===== src/verilog/dsadc_pkg.sv =====
package dsadc_pkg;
   // ----------------------------------------------------------------
   // timing
   // ----------------------------------------------------------------
   localparam int CLK_HZ = 40_000_000;
   localparam int RATE12_SPS = 192_000;
   localparam int RATE8_SPS = 384_000;
   localparam int CNT_W = 8;
   // a longest rate gives a least period: round the ratio up
   localparam logic [CNT_W-1:0] DEC12_CYC =
      CNT_W'((CLK_HZ + RATE12_SPS - 1) / RATE12_SPS);
   localparam logic [CNT_W-1:0] DEC8_CYC =
      CNT_W'((CLK_HZ + RATE8_SPS - 1) / RATE8_SPS);
   localparam int MRST_NS = 1000;
   localparam logic [CNT_W-1:0] MRST_CYC =
      CNT_W'((MRST_NS * (CLK_HZ / 1_000_000) + 999) / 1000);
   localparam logic [CNT_W-1:0] TURBO_RST_CYC = 8'h01;
   // ----------------------------------------------------------------
   // datapath
   // ----------------------------------------------------------------
   localparam int ACC_W = 34;
   localparam int RES_W = 12;
   localparam int RES8_W = 8;
   localparam int RES12_MSB = 30;
   localparam int RES8_MSB = 26;
   localparam int PRIME_W = 2;
   localparam logic [PRIME_W-1:0] PRIME_LAST = 2'h3;
   localparam int SEL_W = 4;
   // ----------------------------------------------------------------
   // register map
   // ----------------------------------------------------------------
   localparam int AW = 8;
   localparam logic [AW-1:0] REG_CTRL = 8'h00;
   localparam logic [AW-1:0] REG_INSEL = 8'h04;
   localparam logic [AW-1:0] REG_STATUS = 8'h08;
   localparam logic [AW-1:0] REG_RESULT = 8'h0C;
   localparam logic [AW-1:0] REG_IRQ_STAT = 8'h10;
   localparam logic [AW-1:0] REG_IRQ_EN = 8'h14;
   localparam logic [AW-1:0] REG_IRQ_CLR = 8'h18;
   localparam int CTRL_MODE_LSB = 0;
   localparam int MODE_W = 2;
   localparam int CTRL_RES8_BIT = 2;
   localparam int CTRL_START_BIT = 4;
   localparam int CTRL_STOP_BIT = 5;
   localparam int IRQ_W = 2;
   localparam int IRQ_CONV_BIT = 0;
   localparam int IRQ_TRIG_BIT = 1;
   localparam logic [IRQ_W-1:0] IRQ_EN_RST = 2'h0;
   localparam logic [SEL_W-1:0] SEL_RST = 4'h0;
   localparam logic [2:0] HSIZE_WORD = 3'h2;
   localparam int HTRANS_ACT_BIT = 1;

   typedef enum logic [1:0] {
      MODE_SINGLE = 2'b00,
      MODE_MULTI = 2'b01,
      MODE_CONT = 2'b10,
      MODE_TURBO = 2'b11
   } dsadc_mode_type;

   typedef enum logic [1:0] {
      ST_STANDBY = 2'b00,
      ST_MODRST = 2'b01,
      ST_PRIME = 2'b10,
      ST_HOLD = 2'b11
   } dsadc_state_type;
endpackage


===== src/verilog/dsadc_seq.sv =====
`timescale 1ns/1ps
// Notes on behaviour
// RQ1 - 12-bit to 192 ksps, 8-bit to 384 ksps
// RQ2 - decimator alone sets resolution and rate
// RQ3 - fourth-order sinc response
// RQ4 - output depends on last four samples
// RQ5 - after input switch, valid from fourth sample
// RQ6 - single, multi, continuous, turbo multi modes
// RQ7 - start by control bit or trigger
// RQ8 - completion flag and output held until read; RESULT_OUT is held only in single mode, later results overwrite it
// RQ9 - single: four conversions, fourth is result
// RQ10 - single: back to standby after transfer
// RQ11 - continuous: three-period priming, then free running
// RQ12 - host avoids input switching in continuous
// RQ13 - multi: reset and re-prime between samples
// RQ14 - multi: next sample starts automatically
// RQ15 - trigger optional, continuous runs without it
// RQ16 - completion output rises every conversion
// RQ17 - trigger synchronised, edge counted, busy ignores
// RQ18 - turbo follows multi, shorter reset gap
module dsadc_seq (
   input wire logic REF_CLK_IN,
   input wire logic RST_IN,
   input wire logic HSEL_IN,
   input wire logic [31:0] HADDR_IN,
   input wire logic [1:0] HTRANS_IN,
   input wire logic HWRITE_IN,
   input wire logic [2:0] HSIZE_IN,
   input wire logic [31:0] HWDATA_IN,
   input wire logic HREADY_IN,
   output logic [31:0] HRDATA_OUT,
   output logic HREADYOUT_OUT,
   output logic HRESP_OUT,
   input wire logic MOD_BIT_IN,
   input wire logic SOC_IN,
   input wire logic DMA_ACK_IN,
   output logic [dsadc_pkg::RES_W-1:0] RESULT_OUT,
   output logic EOC_OUT,
   output logic IRQ_OUT,
   output logic MOD_RESET_OUT,
   output logic [dsadc_pkg::SEL_W-1:0] MUX_SEL_OUT,
   output logic BUSY_OUT
);
   import dsadc_pkg::*;

   function automatic logic hits(input logic [AW-1:0] a,
                                 input logic [AW-1:0] off);
      hits = (a == off);
   endfunction

   function automatic logic [ACC_W-1:0] acc_add(
      input logic [ACC_W-1:0] a, input logic [ACC_W-1:0] b);
      acc_add = a + b;
   endfunction

   function automatic logic [ACC_W-1:0] acc_sub(
      input logic [ACC_W-1:0] a, input logic [ACC_W-1:0] b);
      acc_sub = a - b;
   endfunction

   // ----------------------------------------------------------------
   // input synchronisers
   // ----------------------------------------------------------------
   logic soc_s1, soc_s2, soc_s3;
   logic mod_s1, mod_s2;
   logic trig;

   always_ff @(posedge REF_CLK_IN or posedge RST_IN) begin
      if (RST_IN) begin
         soc_s1 <= 1'b0;
         soc_s2 <= 1'b0;
         soc_s3 <= 1'b0;
         mod_s1 <= 1'b0;
         mod_s2 <= 1'b0;
      end else begin
         soc_s1 <= SOC_IN;
         soc_s2 <= soc_s1;
         soc_s3 <= soc_s2;
         mod_s1 <= MOD_BIT_IN;
         mod_s2 <= mod_s1;
      end
   end

   // a level held high starts only one sequence
   assign trig = soc_s2 & ~soc_s3; // RQ17

   // ----------------------------------------------------------------
   // bus slave
   // ----------------------------------------------------------------
   // reads take one wait state so a write just before is seen
   logic ap_valid;
   logic wr_pend, rd_pend;
   logic [AW-1:0] dp_addr;
   logic [31:0] rd_mux;

   assign ap_valid = HSEL_IN & HTRANS_IN[HTRANS_ACT_BIT] & HREADY_IN;

   always_ff @(posedge REF_CLK_IN or posedge RST_IN) begin
      if (RST_IN) begin
         wr_pend <= 1'b0;
         rd_pend <= 1'b0;
         dp_addr <= '0;
      end else begin
         wr_pend <= ap_valid & HWRITE_IN & (HSIZE_IN == HSIZE_WORD);
         rd_pend <= ap_valid & ~HWRITE_IN;
         if (ap_valid) begin
            dp_addr <= HADDR_IN[AW-1:0];
         end
      end
   end

   assign HREADYOUT_OUT = ~rd_pend;
   assign HRESP_OUT = 1'b0;

   // ----------------------------------------------------------------
   // registers
   // ----------------------------------------------------------------
   dsadc_mode_type mode;
   dsadc_state_type state;
   logic res8;
   logic [SEL_W-1:0] sel;
   logic [IRQ_W-1:0] irq_stat, irq_en, irq_ev;
   logic wr_ctrl, wr_insel, sel_change;
   logic start_req, stop_req, res_taken;
   logic eoc, load, tick, irq_line;
   logic [PRIME_W-1:0] prime_cnt;
   logic [RES_W-1:0] result;

   assign wr_ctrl = wr_pend & hits(dp_addr, REG_CTRL);
   assign wr_insel = wr_pend & hits(dp_addr, REG_INSEL);
   assign sel_change = wr_insel & (HWDATA_IN[SEL_W-1:0] != sel);
   // the trigger may be left unconnected: software start suffices
   assign start_req = (wr_ctrl & HWDATA_IN[CTRL_START_BIT]) | trig; // RQ7 RQ15
   assign stop_req = wr_ctrl & HWDATA_IN[CTRL_STOP_BIT];
   assign res_taken = (rd_pend & hits(dp_addr, REG_RESULT)) | DMA_ACK_IN;

   always_ff @(posedge REF_CLK_IN or posedge RST_IN) begin
      if (RST_IN) begin
         mode <= MODE_SINGLE;
         res8 <= 1'b0;
      end else if (wr_ctrl) begin
         mode <= dsadc_mode_type'(HWDATA_IN[CTRL_MODE_LSB +: MODE_W]); // RQ6
         res8 <= HWDATA_IN[CTRL_RES8_BIT]; // RQ1
      end
   end

   always_ff @(posedge REF_CLK_IN or posedge RST_IN) begin
      if (RST_IN) begin
         sel <= SEL_RST;
      end else if (wr_insel) begin
         sel <= HWDATA_IN[SEL_W-1:0];
      end
   end

   always_comb begin
      rd_mux = '0;
      if (hits(dp_addr, REG_CTRL)) begin
         rd_mux = {29'h0, res8, mode};
      end else if (hits(dp_addr, REG_INSEL)) begin
         rd_mux = {28'h0, sel};
      end else if (hits(dp_addr, REG_STATUS)) begin
         rd_mux = {25'h0, prime_cnt == PRIME_LAST, state, prime_cnt,
                   eoc, state != ST_STANDBY};
      end else if (hits(dp_addr, REG_RESULT)) begin
         rd_mux = {20'h0, result};
      end else if (hits(dp_addr, REG_IRQ_STAT)) begin
         rd_mux = {30'h0, irq_stat};
      end else if (hits(dp_addr, REG_IRQ_EN)) begin
         rd_mux = {30'h0, irq_en};
      end
   end

   always_ff @(posedge REF_CLK_IN or posedge RST_IN) begin
      if (RST_IN) begin
         HRDATA_OUT <= '0;
      end else if (rd_pend) begin
         HRDATA_OUT <= rd_mux;
      end
   end

   // ----------------------------------------------------------------
   // sequencer
   // ----------------------------------------------------------------
   logic [CNT_W-1:0] cnt, limit;

   always_comb begin
      if (state == ST_MODRST) begin
         // turbo trades settling time for a shorter restart gap
         limit = (mode == MODE_TURBO) ? TURBO_RST_CYC : MRST_CYC; // RQ18
      end else begin
         limit = res8 ? DEC8_CYC : DEC12_CYC; // RQ1 RQ2
      end
   end

   assign tick = (state == ST_PRIME) && (cnt == limit - 8'h01);
   assign load = tick && (prime_cnt == PRIME_LAST) && !sel_change; // RQ4

   always_ff @(posedge REF_CLK_IN or posedge RST_IN) begin
      if (RST_IN) begin
         cnt <= '0;
      end else if (state == ST_STANDBY || state == ST_HOLD ||
                   sel_change || cnt == limit - 8'h01) begin // RQ5
         cnt <= '0;
      end else begin
         cnt <= cnt + 8'h01;
      end
   end

   always_ff @(posedge REF_CLK_IN or posedge RST_IN) begin
      if (RST_IN) begin
         state <= ST_STANDBY;
      end else if (stop_req) begin
         state <= ST_STANDBY;
      end else begin
         unique case (state)
            ST_STANDBY: begin
               if (start_req) begin
                  state <= ST_MODRST; // RQ7
               end
            end
            ST_MODRST: begin
               if (cnt == limit - 8'h01) begin
                  state <= ST_PRIME;
               end
            end
            ST_PRIME: begin
               if (load) begin
                  unique case (mode)
                     MODE_SINGLE: state <= ST_HOLD; // RQ9
                     MODE_CONT: state <= ST_PRIME; // RQ11
                     MODE_MULTI,
                     MODE_TURBO: state <= ST_MODRST; // RQ13 RQ14 RQ18
                  endcase
               end
            end
            ST_HOLD: begin
               if (res_taken) begin
                  state <= ST_STANDBY; // RQ10
               end
            end
         endcase
      end
   end

   // priming count: fourth conversion after reset or switch is valid
   always_ff @(posedge REF_CLK_IN or posedge RST_IN) begin
      if (RST_IN) begin
         prime_cnt <= '0;
      end else if (state == ST_MODRST || sel_change) begin
         prime_cnt <= '0; // RQ5 RQ13
      end else if (tick && prime_cnt != PRIME_LAST) begin
         prime_cnt <= prime_cnt + 2'h1; // RQ9 RQ11
      end
   end

   assign MOD_RESET_OUT = (state == ST_MODRST); // RQ13
   assign BUSY_OUT = (state != ST_STANDBY);
   assign MUX_SEL_OUT = sel;

   // ----------------------------------------------------------------
   // sinc4 decimator
   // ----------------------------------------------------------------
   logic [ACC_W-1:0] i1, i2, i3, i4, d1, d2, d3, d4;
   logic [ACC_W-1:0] c1, c2, c3, c4;
   logic [RES_W-1:0] res_word;

   // wrap-around arithmetic is exact while width exceeds the gain
   always_ff @(posedge REF_CLK_IN or posedge RST_IN) begin
      if (RST_IN) begin
         i1 <= '0;
         i2 <= '0;
         i3 <= '0;
         i4 <= '0;
      end else if (state != ST_PRIME || sel_change) begin // RQ5
         i1 <= '0;
         i2 <= '0;
         i3 <= '0;
         i4 <= '0;
      end else begin
         i1 <= acc_add(i1, {{(ACC_W-1){1'b0}}, mod_s2}); // RQ2 RQ3
         i2 <= acc_add(i2, i1); // RQ3
         i3 <= acc_add(i3, i2); // RQ3
         i4 <= acc_add(i4, i3); // RQ3
      end
   end

   assign c1 = acc_sub(i4, d1);
   assign c2 = acc_sub(c1, d2);
   assign c3 = acc_sub(c2, d3);
   assign c4 = acc_sub(c3, d4);

   always_ff @(posedge REF_CLK_IN or posedge RST_IN) begin
      if (RST_IN) begin
         d1 <= '0;
         d2 <= '0;
         d3 <= '0;
         d4 <= '0;
      end else if (state != ST_PRIME || sel_change) begin // RQ5
         d1 <= '0;
         d2 <= '0;
         d3 <= '0;
         d4 <= '0;
      end else if (tick) begin
         d1 <= i4; // RQ3 RQ4
         d2 <= c1;
         d3 <= c2;
         d4 <= c3;
      end
   end

   assign res_word = res8 ? {4'h0, c4[RES8_MSB -: RES8_W]}
                          : c4[RES12_MSB -: RES_W]; // RQ1 RQ2

   always_ff @(posedge REF_CLK_IN or posedge RST_IN) begin
      if (RST_IN) begin
         result <= '0;
      end else if (load) begin
         result <= res_word;
      end
   end

   assign RESULT_OUT = result;

   // ----------------------------------------------------------------
   // completion flag and interrupts
   // ----------------------------------------------------------------
   // a new result in the cycle of a read keeps the flag set
   always_ff @(posedge REF_CLK_IN or posedge RST_IN) begin
      if (RST_IN) begin
         eoc <= 1'b0;
      end else if (load) begin
         eoc <= 1'b1; // RQ8 RQ16
      end else if (res_taken) begin
         eoc <= 1'b0; // RQ8
      end
   end

   assign EOC_OUT = eoc;

   always_comb begin
      irq_ev = '0;
      irq_ev[IRQ_CONV_BIT] = load;
      irq_ev[IRQ_TRIG_BIT] = trig && (state != ST_STANDBY); // RQ17
   end

   always_ff @(posedge REF_CLK_IN or posedge RST_IN) begin
      if (RST_IN) begin
         irq_stat <= '0;
      end else if (wr_pend && hits(dp_addr, REG_IRQ_CLR)) begin
         irq_stat <= (irq_stat & ~HWDATA_IN[IRQ_W-1:0]) | irq_ev;
      end else begin
         irq_stat <= irq_stat | irq_ev;
      end
   end

   always_ff @(posedge REF_CLK_IN or posedge RST_IN) begin
      if (RST_IN) begin
         irq_en <= IRQ_EN_RST;
      end else if (wr_pend && hits(dp_addr, REG_IRQ_EN)) begin
         irq_en <= HWDATA_IN[IRQ_W-1:0];
      end
   end

   always_ff @(posedge REF_CLK_IN or posedge RST_IN) begin
      if (RST_IN) begin
         irq_line <= 1'b0;
      end else begin
         irq_line <= |(irq_stat & irq_en);
      end
   end

   assign IRQ_OUT = irq_line;

   // ----------------------------------------------------------------
   // checks
   // ----------------------------------------------------------------
   chk_eoc_holds: assert property ( // RQ8
      @(posedge REF_CLK_IN) disable iff (RST_IN)
      eoc && !res_taken |=> eoc)
      else $error("completion flag dropped without a read");

   chk_eoc_read: assert property ( // RQ8
      @(posedge REF_CLK_IN) disable iff (RST_IN)
      res_taken && !load |=> !EOC_OUT)
      else $error("completion flag survived a result read");

   chk_eoc_rise: assert property ( // RQ16
      @(posedge REF_CLK_IN) disable iff (RST_IN)
      load |=> EOC_OUT && RESULT_OUT == $past(res_word))
      else $error("conversion end did not raise flag and result");

   chk_start_run: assert property ( // RQ7
      @(posedge REF_CLK_IN) disable iff (RST_IN)
      state == ST_STANDBY && start_req && !stop_req
      |=> MOD_RESET_OUT && BUSY_OUT)
      else $error("start did not begin a sequence");

   chk_fourth_only: assert property ( // RQ9
      @(posedge REF_CLK_IN) disable iff (RST_IN)
      load |-> $past(prime_cnt) == PRIME_LAST - 2'h1
               || $past(prime_cnt) == PRIME_LAST)
      else $error("result presented before three priming conversions");

   chk_single_hold: assert property ( // RQ10
      @(posedge REF_CLK_IN) disable iff (RST_IN)
      state == ST_HOLD && res_taken |=> state == ST_STANDBY)
      else $error("single mode did not return to standby");

   chk_multi_again: assert property ( // RQ14
      @(posedge REF_CLK_IN) disable iff (RST_IN)
      load && !stop_req && (mode == MODE_MULTI || mode == MODE_TURBO)
      |=> MOD_RESET_OUT ##1 (MOD_RESET_OUT || state == ST_PRIME))
      else $error("multi mode did not restart with a reset");

   chk_cont_stays: assert property ( // RQ11
      @(posedge REF_CLK_IN) disable iff (RST_IN)
      load && !stop_req && mode == MODE_CONT
      |=> state == ST_PRIME && prime_cnt == PRIME_LAST)
      else $error("continuous mode re-primed after a result");

   chk_switch_void: assert property ( // RQ5
      @(posedge REF_CLK_IN) disable iff (RST_IN)
      sel_change |=> prime_cnt == 2'h0 && !$rose(eoc))
      else $error("input switch did not void the pipeline");

   chk_busy_ignore: assert property ( // RQ17
      @(posedge REF_CLK_IN) disable iff (RST_IN)
      trig && state == ST_PRIME && !tick && !stop_req && !sel_change
      |=> state == ST_PRIME && $stable(prime_cnt))
      else $error("trigger disturbed a running sequence");

   chk_turbo_gap: assert property ( // RQ18
      @(posedge REF_CLK_IN) disable iff (RST_IN)
      $rose(MOD_RESET_OUT) && mode == MODE_TURBO && !stop_req
      |=> !MOD_RESET_OUT)
      else $error("turbo reset gap longer than one cycle");

endmodule

===== config.mk =====
export PLATFORM = sky130hd
export DESIGN_NAME = dsadc_seq
export DESIGN_NICKNAME = d
export VERILOG_FILES = /design/src/verilog/dsadc_pkg.sv /design/src/verilog/dsadc_seq.sv
export SDC_FILE = /design/constraint.sdc
export NUM_CORES = 1
export LEC_CHECK = 0
export ABC_CLOCK_PERIOD_IN_PS = 21800
export BUFFER_PORTS_ARGS = -buffer_cell sky130_fd_sc_hd__buf_4
export CAP_MARGIN = 30
export CELL_PAD_IN_SITES_DETAIL_PLACEMENT = 1
export CELL_PAD_IN_SITES_GLOBAL_PLACEMENT = 1
export CORE_MARGIN = 5
export CORE_UTILIZATION = 45
export CTS_CLUSTER_SIZE = 25
export DETAILED_ROUTE_END_ITERATION = 6
export GPL_ROUTABILITY_DRIVEN = 0
export PLACE_DENSITY = 0.79
export SYNTH_ARGS = -nofsm -noshare
export SYNTH_HDL_FRONTEND = slang
export SYNTH_SLANG_ARGS = --single-unit

===== constraint.sdc =====
create_clock -name REF_CLK_IN -period 21.8 [get_ports REF_CLK_IN]
set_clock_uncertainty 0.2 [all_clocks]
set_input_delay 4.36 -clock REF_CLK_IN [delete_from_list [all_inputs] [get_ports REF_CLK_IN]]
set_output_delay 4.36 -clock REF_CLK_IN [all_outputs]
set_load 0.02 [all_outputs]

==> run metrics, run 1 <==
Pwr Density 109 nW/µm²; GR Util All Layers 20.7%; asr flop ratio synth 100%; number of port buffers 58; drt total wl 55700 µm; DRC 0; Critical Path Sink Type flop; # fillers 5836; Worst Tran Pin Value 1.01 ns; CTS tree yes; Placeable Area 48800 µm²; Initial Utilization 45.5%; vias in the first global route 19700; min-delay src soc_s1$_DFF_PP0_; status finished clean; FF+latch count, synth 312; Inserted Diodes 0; CTS Buf Count 40; total gr overflow 0; Startpoint Class flop; maximum vdd drop 84.7 µV; initial antenna violation count 1; worst r2r src i4[1]$_DFF_PP0_; Final HPWL DP 40500 µm; Slew HR 32.0%; Pwr Total 2.68 mW; DR WL/cell 16.8 µm; Worst-Skew Late Latency 0.56 ns; final setup vio count 0; die area 53900 µm²; area leader, netlist dfrtp_1; unique cell type count in the Yosys netlist 85; Leakage 11.4 nW; Setup Buffers After CTS 0; Pre-antenna DRT Iters 5; Bufs on Longest Clock Path 3; vias per std cell 5.54; area of the mapped netlist 22200 µm²; Final period util 42.9%; main flop type after synthesis dfrtp_1; width of the die 232 µm; hold crit path type flop to flop; clock slew at reported path FFs 0.06 ns; CP Max Fanout 6; CP peak stage delay 0.76 ns; Final Hold Viols 0; clk root buf clkbuf_16; H-tree level count 2; RSZ-0062 raised after global routing no; number of max-cap violations 0; critical path launch point i4[1]$_DFF_PP0_; most prevalent standard cell on the critical path a21oi_1; # clock sinks 312; register area share after synthesis 35.1%; area grow syn2layout 10.7%; Synth area leaders dfrtp_1 35%, ha_1 12%, a21oi_1 5.8%, nand2_1 5.4%, xnor2_1 4.9%; largest net degree at the start of global routing 180; # hold bufs at CTS 0; DRT iter0 DRCs 689; Slew Viols, Final 0; site row count 81; Synth top area share 35.1%; Post-DRT Antenna Nets 0; setup TNS 0 ns; vias 18400; nets 2927; worst setup path category flop to flop; Mapped Avg Cell Area 8.54 µm²; Worst path slowest cell a2111oi_0; fraction of layout cells with a size suffix above 1 6.59%; first-pass GRT wire length 95300 µm; CP required 22.09 ns; Syn Inst Count 2600; Max Fclk 107 MHz; # IOs 131; # resized after CTS 0; EDFF count, synth 0; minimum clock period after layout 9.34 ns; Die Y 232 µm; Critical Path AT 9.63 ns; YS warnings 0
## path summary, 6_finish.rpt
check	to	slack, ns	cells after the start
min in group asynchronous	cnt[3]$_DFF_PP0_	3.54	2
worst min-delay path	soc_s2$_DFF_PP0_	0.16	0
worst max register to register	RESULT_OUT[11]$_DFFE_PP0P_	12.46	36
worst min register to register	soc_s2$_DFF_PP0_	0.16	0
max in group asynchronous	i2[22]$_DFF_PP0_	16.09	4
worst max-delay path	RESULT_OUT[11]$_DFFE_PP0P_	12.46	36
## stage by stage
step	setup WS [ns]	std cells	util [%]	hold slack, ns	instance area, µm²
after CTS	12.39	3320	50.3	0.162	24600
after detailed placement	12.48	3247	47.5	0.148	23200
after global routing	11.65	3321	50.3	0.162	24600
after global placement	12.96	3247	47.5	0.134	23200
final	12.46	3321	50.3	0.157	24600
after floorplan	8.61	2620	-	0.131	22300
## power breakdown
part	leakage, nW	switching [mW]	internal (mW)	total [mW]
sequential	4.30	0.0137	0.593	0.606
clock	0.667	0.261	0.419	0.679
combinational	6.42	0.843	0.550	1.39
## sequential cells by signal, summed over array words and instances, names as in the netlist, 8 cells and up
| register | cells |
|---|---|
| d4 | 31 |
| HRDATA_OUT | 12 |
| i3 | 31 |
| dp_addr | 8 |
| d3 | 31 |
| i2 | 31 |
| d1 | 31 |
| i1 | 31 |
| d2 | 31 |
| RESULT_OUT | 12 |
| i4 | 31 |
| cnt | 8 |
## Yosys cell counts (13+ instances only)
cell and count:
nor2b_1 29, xor2_1 71, and3_1 34, dfrtp_1 312
nor3_1 35, o211ai_1 14, nand3_1 69, o21ai_0 110
nand2b_1 28, inv_1 198, a31oi_1 20, a21o_1 88
a211o_1 13, o21bai_1 33, nor2_1 225, o21a_1 24
buf_4 21, mux2_2 15, nand2_1 317, a211oi_1 40
nand4_1 27, ha_1 218, clkbuf_1 74, a21oi_1 259
xnor2_1 124
## cell families after synthesis
kind of cell               share of synthesized area (%)
xor gates and xnor gates                            7.69
and+or+nand+nor                                     16.9
DFF                                                 35.1
muxes                                               1.14
adders and majority gates                           12.8
buffers and inverters                               5.48
other                                             0.0169
AOI/OAI and AO/OA                                   20.8
## worst max-delay path: cells and delay by family (launching register included)
kind | cells | cell delay, ns
adders and majority gates | 4 | 1.26
muxes | 1 | 0.36
AOI/OAI and AO/OA | 21 | 5.34
DFF | 1 | 0.47
xor gates and xnor gates | 3 | 0.56
and+or+nand+nor | 7 | 1.09
## cell type report
cell class	count	area [µm²]	area share [%]
Multi-Input combinational cell	2005	13300	54.1
Sequential cell	312	7810	31.7
Clock buffer	62	1210	4.94
Tap cell	664	831	3.38
Inverter	198	751	3.05
Timing Repair Buffer	69	551	2.24
Clock inverter	11	140	0.570
## layout by cell type (no fill, tap or decap), types with 6 or more instances in the layout
cell type  netlist  final
mux2i_1          6      6
o21a_1          24     24
nor3b_1          8      8
and3_1          34     34
dfrtp_1        312    312
clkbuf_8         0     11
o21bai_1        33     33
a21oi_1        259    259
nand2b_1        28     28
xor2_1          71     71
nand4_1         27     27
o21ai_0        110    110
nor2_1         225    225
or3_1           12     12
nor2b_1         29     29
inv_1          198    197
a211oi_1        40     40
mux2_2          15     15
xnor2_1        124    124
nor3_1          35     35
a21o_1          88     88
a221oi_1         7      7
nand2_1        317    316
ha_1           218    218
o211ai_1        14     14
o41ai_1          6      6
conb_1           1     21
a31oi_1         20     20
buf_4           21     67
o31ai_1         12     12
clkbuf_1        74     10
o2bb2ai_1        6      6
a211o_1         13     13
a22oi_1          7      7
and2_1           9      9
clkbuf_16        0     41
fa_1             6      6
nand3_1         69     69
or2_2            8      8
## metal layers
layer | global-route usage [%] | share of wire, %
met2 | 38.6 | 51
met4 | 6.30 | 2.8
met3 | 2.48 | 2.6
met1 | 24.9 | 43
met5 | 0 | 0
Note: power is estimated with default switching activity, not from simulation.
==> run 2: changes to the inputs <==
- ABC_CLOCK_PERIOD_IN_PS: 21800 -> 8300
- CORE_UTILIZATION: 45 -> 43
- clock period: 21.8 -> 8.3 ns (I/O delays scaled with it)
==> run 2 against run 1 <==
  * Worst setup slack lost 12 ns
  * Hold slack lost 0.0080 ns
  * Largest power group unchanged
  * Die area grew 4.5%
  * First-iteration DRC count shrank 8.1%
  * Via count grew 1.9%
  * Fmax grew 17%
==> run metrics, run 2 (synthesis gave the netlist of run 1 again) <==
clock slew at reported path FFs 0.05 ns; Pwr Total 7.64 mW; nets 2969; maximum vdd drop 258 µV; Placeable Area 51200 µm²; first-pass GRT wire length 98400 µm; CP peak stage delay 0.40 ns; Final Hold Viols 0; CTS Buf Count 39; Slew HR 39.5%; multi-input logic area 13500 µm²; CTS tree yes; setup ws final 0.293 ns; CP Max Fanout 5; Final HPWL DP 42000 µm; GR Util All Layers 20.2%; Final period util 96.5%; Initial Utilization 43.4%; Critical Path Sink Type flop; commonest non-fill, non-tap cell in the layout nand2_1; final setup vio count 0; Post-DRT Antenna Nets 0; area grow syn2layout 13.2%; Pre-antenna DRT Iters 6; final cell utilization of the core 49.1%; Die Y 237 µm; reg2reg setup slack 0.29 ns; Inserted Diodes 0; dpl ws -0.157 ns; Worst-Skew Late Latency 0.57 ns; # fillers 5970; Startpoint Class flop; # clock sinks 312; Pwr Density 304 nW/µm²; worst r2r src i4[0]$_DFF_PP0_; largest net degree at the start of global routing 151; width of the die 237 µm; initial antenna violation count 0; fraction of layout cells with a size suffix above 1 9.94%; Clock power frac 22.9%; H-tree level count 2; Worst path slowest cell dfrtp_1; Worst Tran Pin Value 0.907 ns; # IOs 131; R2R cell count 38; hold crit path type flop to flop; sequential share of power 20.8%; total gr overflow 0; most frequent cells in the layout 314 x nand2_1, 312 x dfrtp_1, 245 x a21oi_1; P_int 4.41 mW; WHS Endpoint soc_s2$_DFF_PP0_; Leakage 11.6 nW; Sw Ratio 42.3%; vias per std cell 5.55; Slew Viols, Final 0; CP required 8.52 ns; Bufs on Longest Clock Path 3; worst setup path category flop to flop; Sw Pwr 3.23 mW; Storage cell area 7810 µm²; Placed Area 23400 µm²; vias in the first global route 20400; clk root buf clkbuf_16; post-route design area 25100 µm²; setup TNS 0 ns; site row count 83; status finished clean; number of max-cap violations 0; vias 18800; Min-Delay Path Depth 0; DRT iter0 DRCs 633; DR WL/cell 17.2 µm; minimum clock period after layout 8.01 ns; die area 56300 µm²; min-delay src soc_s1$_DFF_PP0_; Max Fclk 125 MHz; Critical Path AT 8.23 ns; number of port buffers 58; logic gate share of total power 56.2%; DRC 0; reg2reg end RESULT_OUT[11]$_DFFE_PP0P_; drt total wl 58200 µm
run 2: worst max-delay path by stage:
stage | start | end | slack, ns | cells after the start
after floorplan | i4[1]$_DFF_PP0_ | RESULT_OUT[11]$_DFFE_PP0P_ | 0.75 | 36
after global placement | d1[1]$_DFFE_PP0P_ | RESULT_OUT[11]$_DFFE_PP0P_ | 0.02 | 39
after detailed placement | d1[1]$_DFFE_PP0P_ | RESULT_OUT[11]$_DFFE_PP0P_ | -0.16 | 39
after CTS | d1[1]$_DFFE_PP0P_ | RESULT_OUT[11]$_DFFE_PP0P_ | 0.03 | 36
after global routing | i4[0]$_DFF_PP0_ | RESULT_OUT[11]$_DFFE_PP0P_ | -0.12 | 38
final | i4[0]$_DFF_PP0_ | RESULT_OUT[11]$_DFFE_PP0P_ | 0.29 | 38
run 2: metrics by stage:
step / std cells / hold WS, ns
final: 3377 / 0.149
after CTS: 3357 / 0.149
after floorplan: 2620 / 0.131
after detailed placement: 3286 / 0.136
after global routing: 3377 / 0.150
after global placement: 3286 / 0.134
run 2: layer usage:
layer | track usage [%] | wire length, µm
met1 | 23.8 | 24800
met2 | 38.1 | 30300
met3 | 2.51 | 1370
met4 | 6.72 | 1660
met5 | 0 | 0
run 2: critical path: cells and delay by family (launching register included):
| family | cells | cell delay [ns] |
|---|---|---|
| buffers and inverters | 5 | 0.60 |
| DFF | 1 | 0.40 |
| adders and majority gates | 5 | 1.32 |
| AOI/OAI and AO/OA | 17 | 3.43 |
| muxes | 1 | 0.31 |
| xor gates and xnor gates | 3 | 0.45 |
| and+or+nand+nor | 7 | 1.12 |
run 2: final cells by class:
class                           count  share of cell area, %
Tap cell                          680                   3.38
Inverter                          198                   2.97
Clock inverter                     13                  0.627
Clock buffer                       57                   4.63
Multi-Input combinational cell   2005                   53.8
Timing Repair Buffer              112                   3.51
Sequential cell                   312                   31.0
run 2: power by group through the flow:
| stage | clock network [mW] | logic [mW] | registers [mW] |
|---|---|---|---|
| floorplan | 0 | 2.82 | 1.61 |
| global placement | 0 | 3.64 | 1.62 |
| detailed placement | 0 | 3.84 | 1.62 |
| CTS | 1.80 | 3.94 | 1.59 |
| global route | 1.86 | 4.77 | 1.60 |
| finish | 1.75 | 4.30 | 1.59 |
run 2: timing repair:
action                                  4_1_cts  5_1_grt
setup buffers                                 1       18
hold buffers                                  0        0
endpoints found under the setup margin        1        5
resized for setup                             8       50
pin swaps                                     2       33
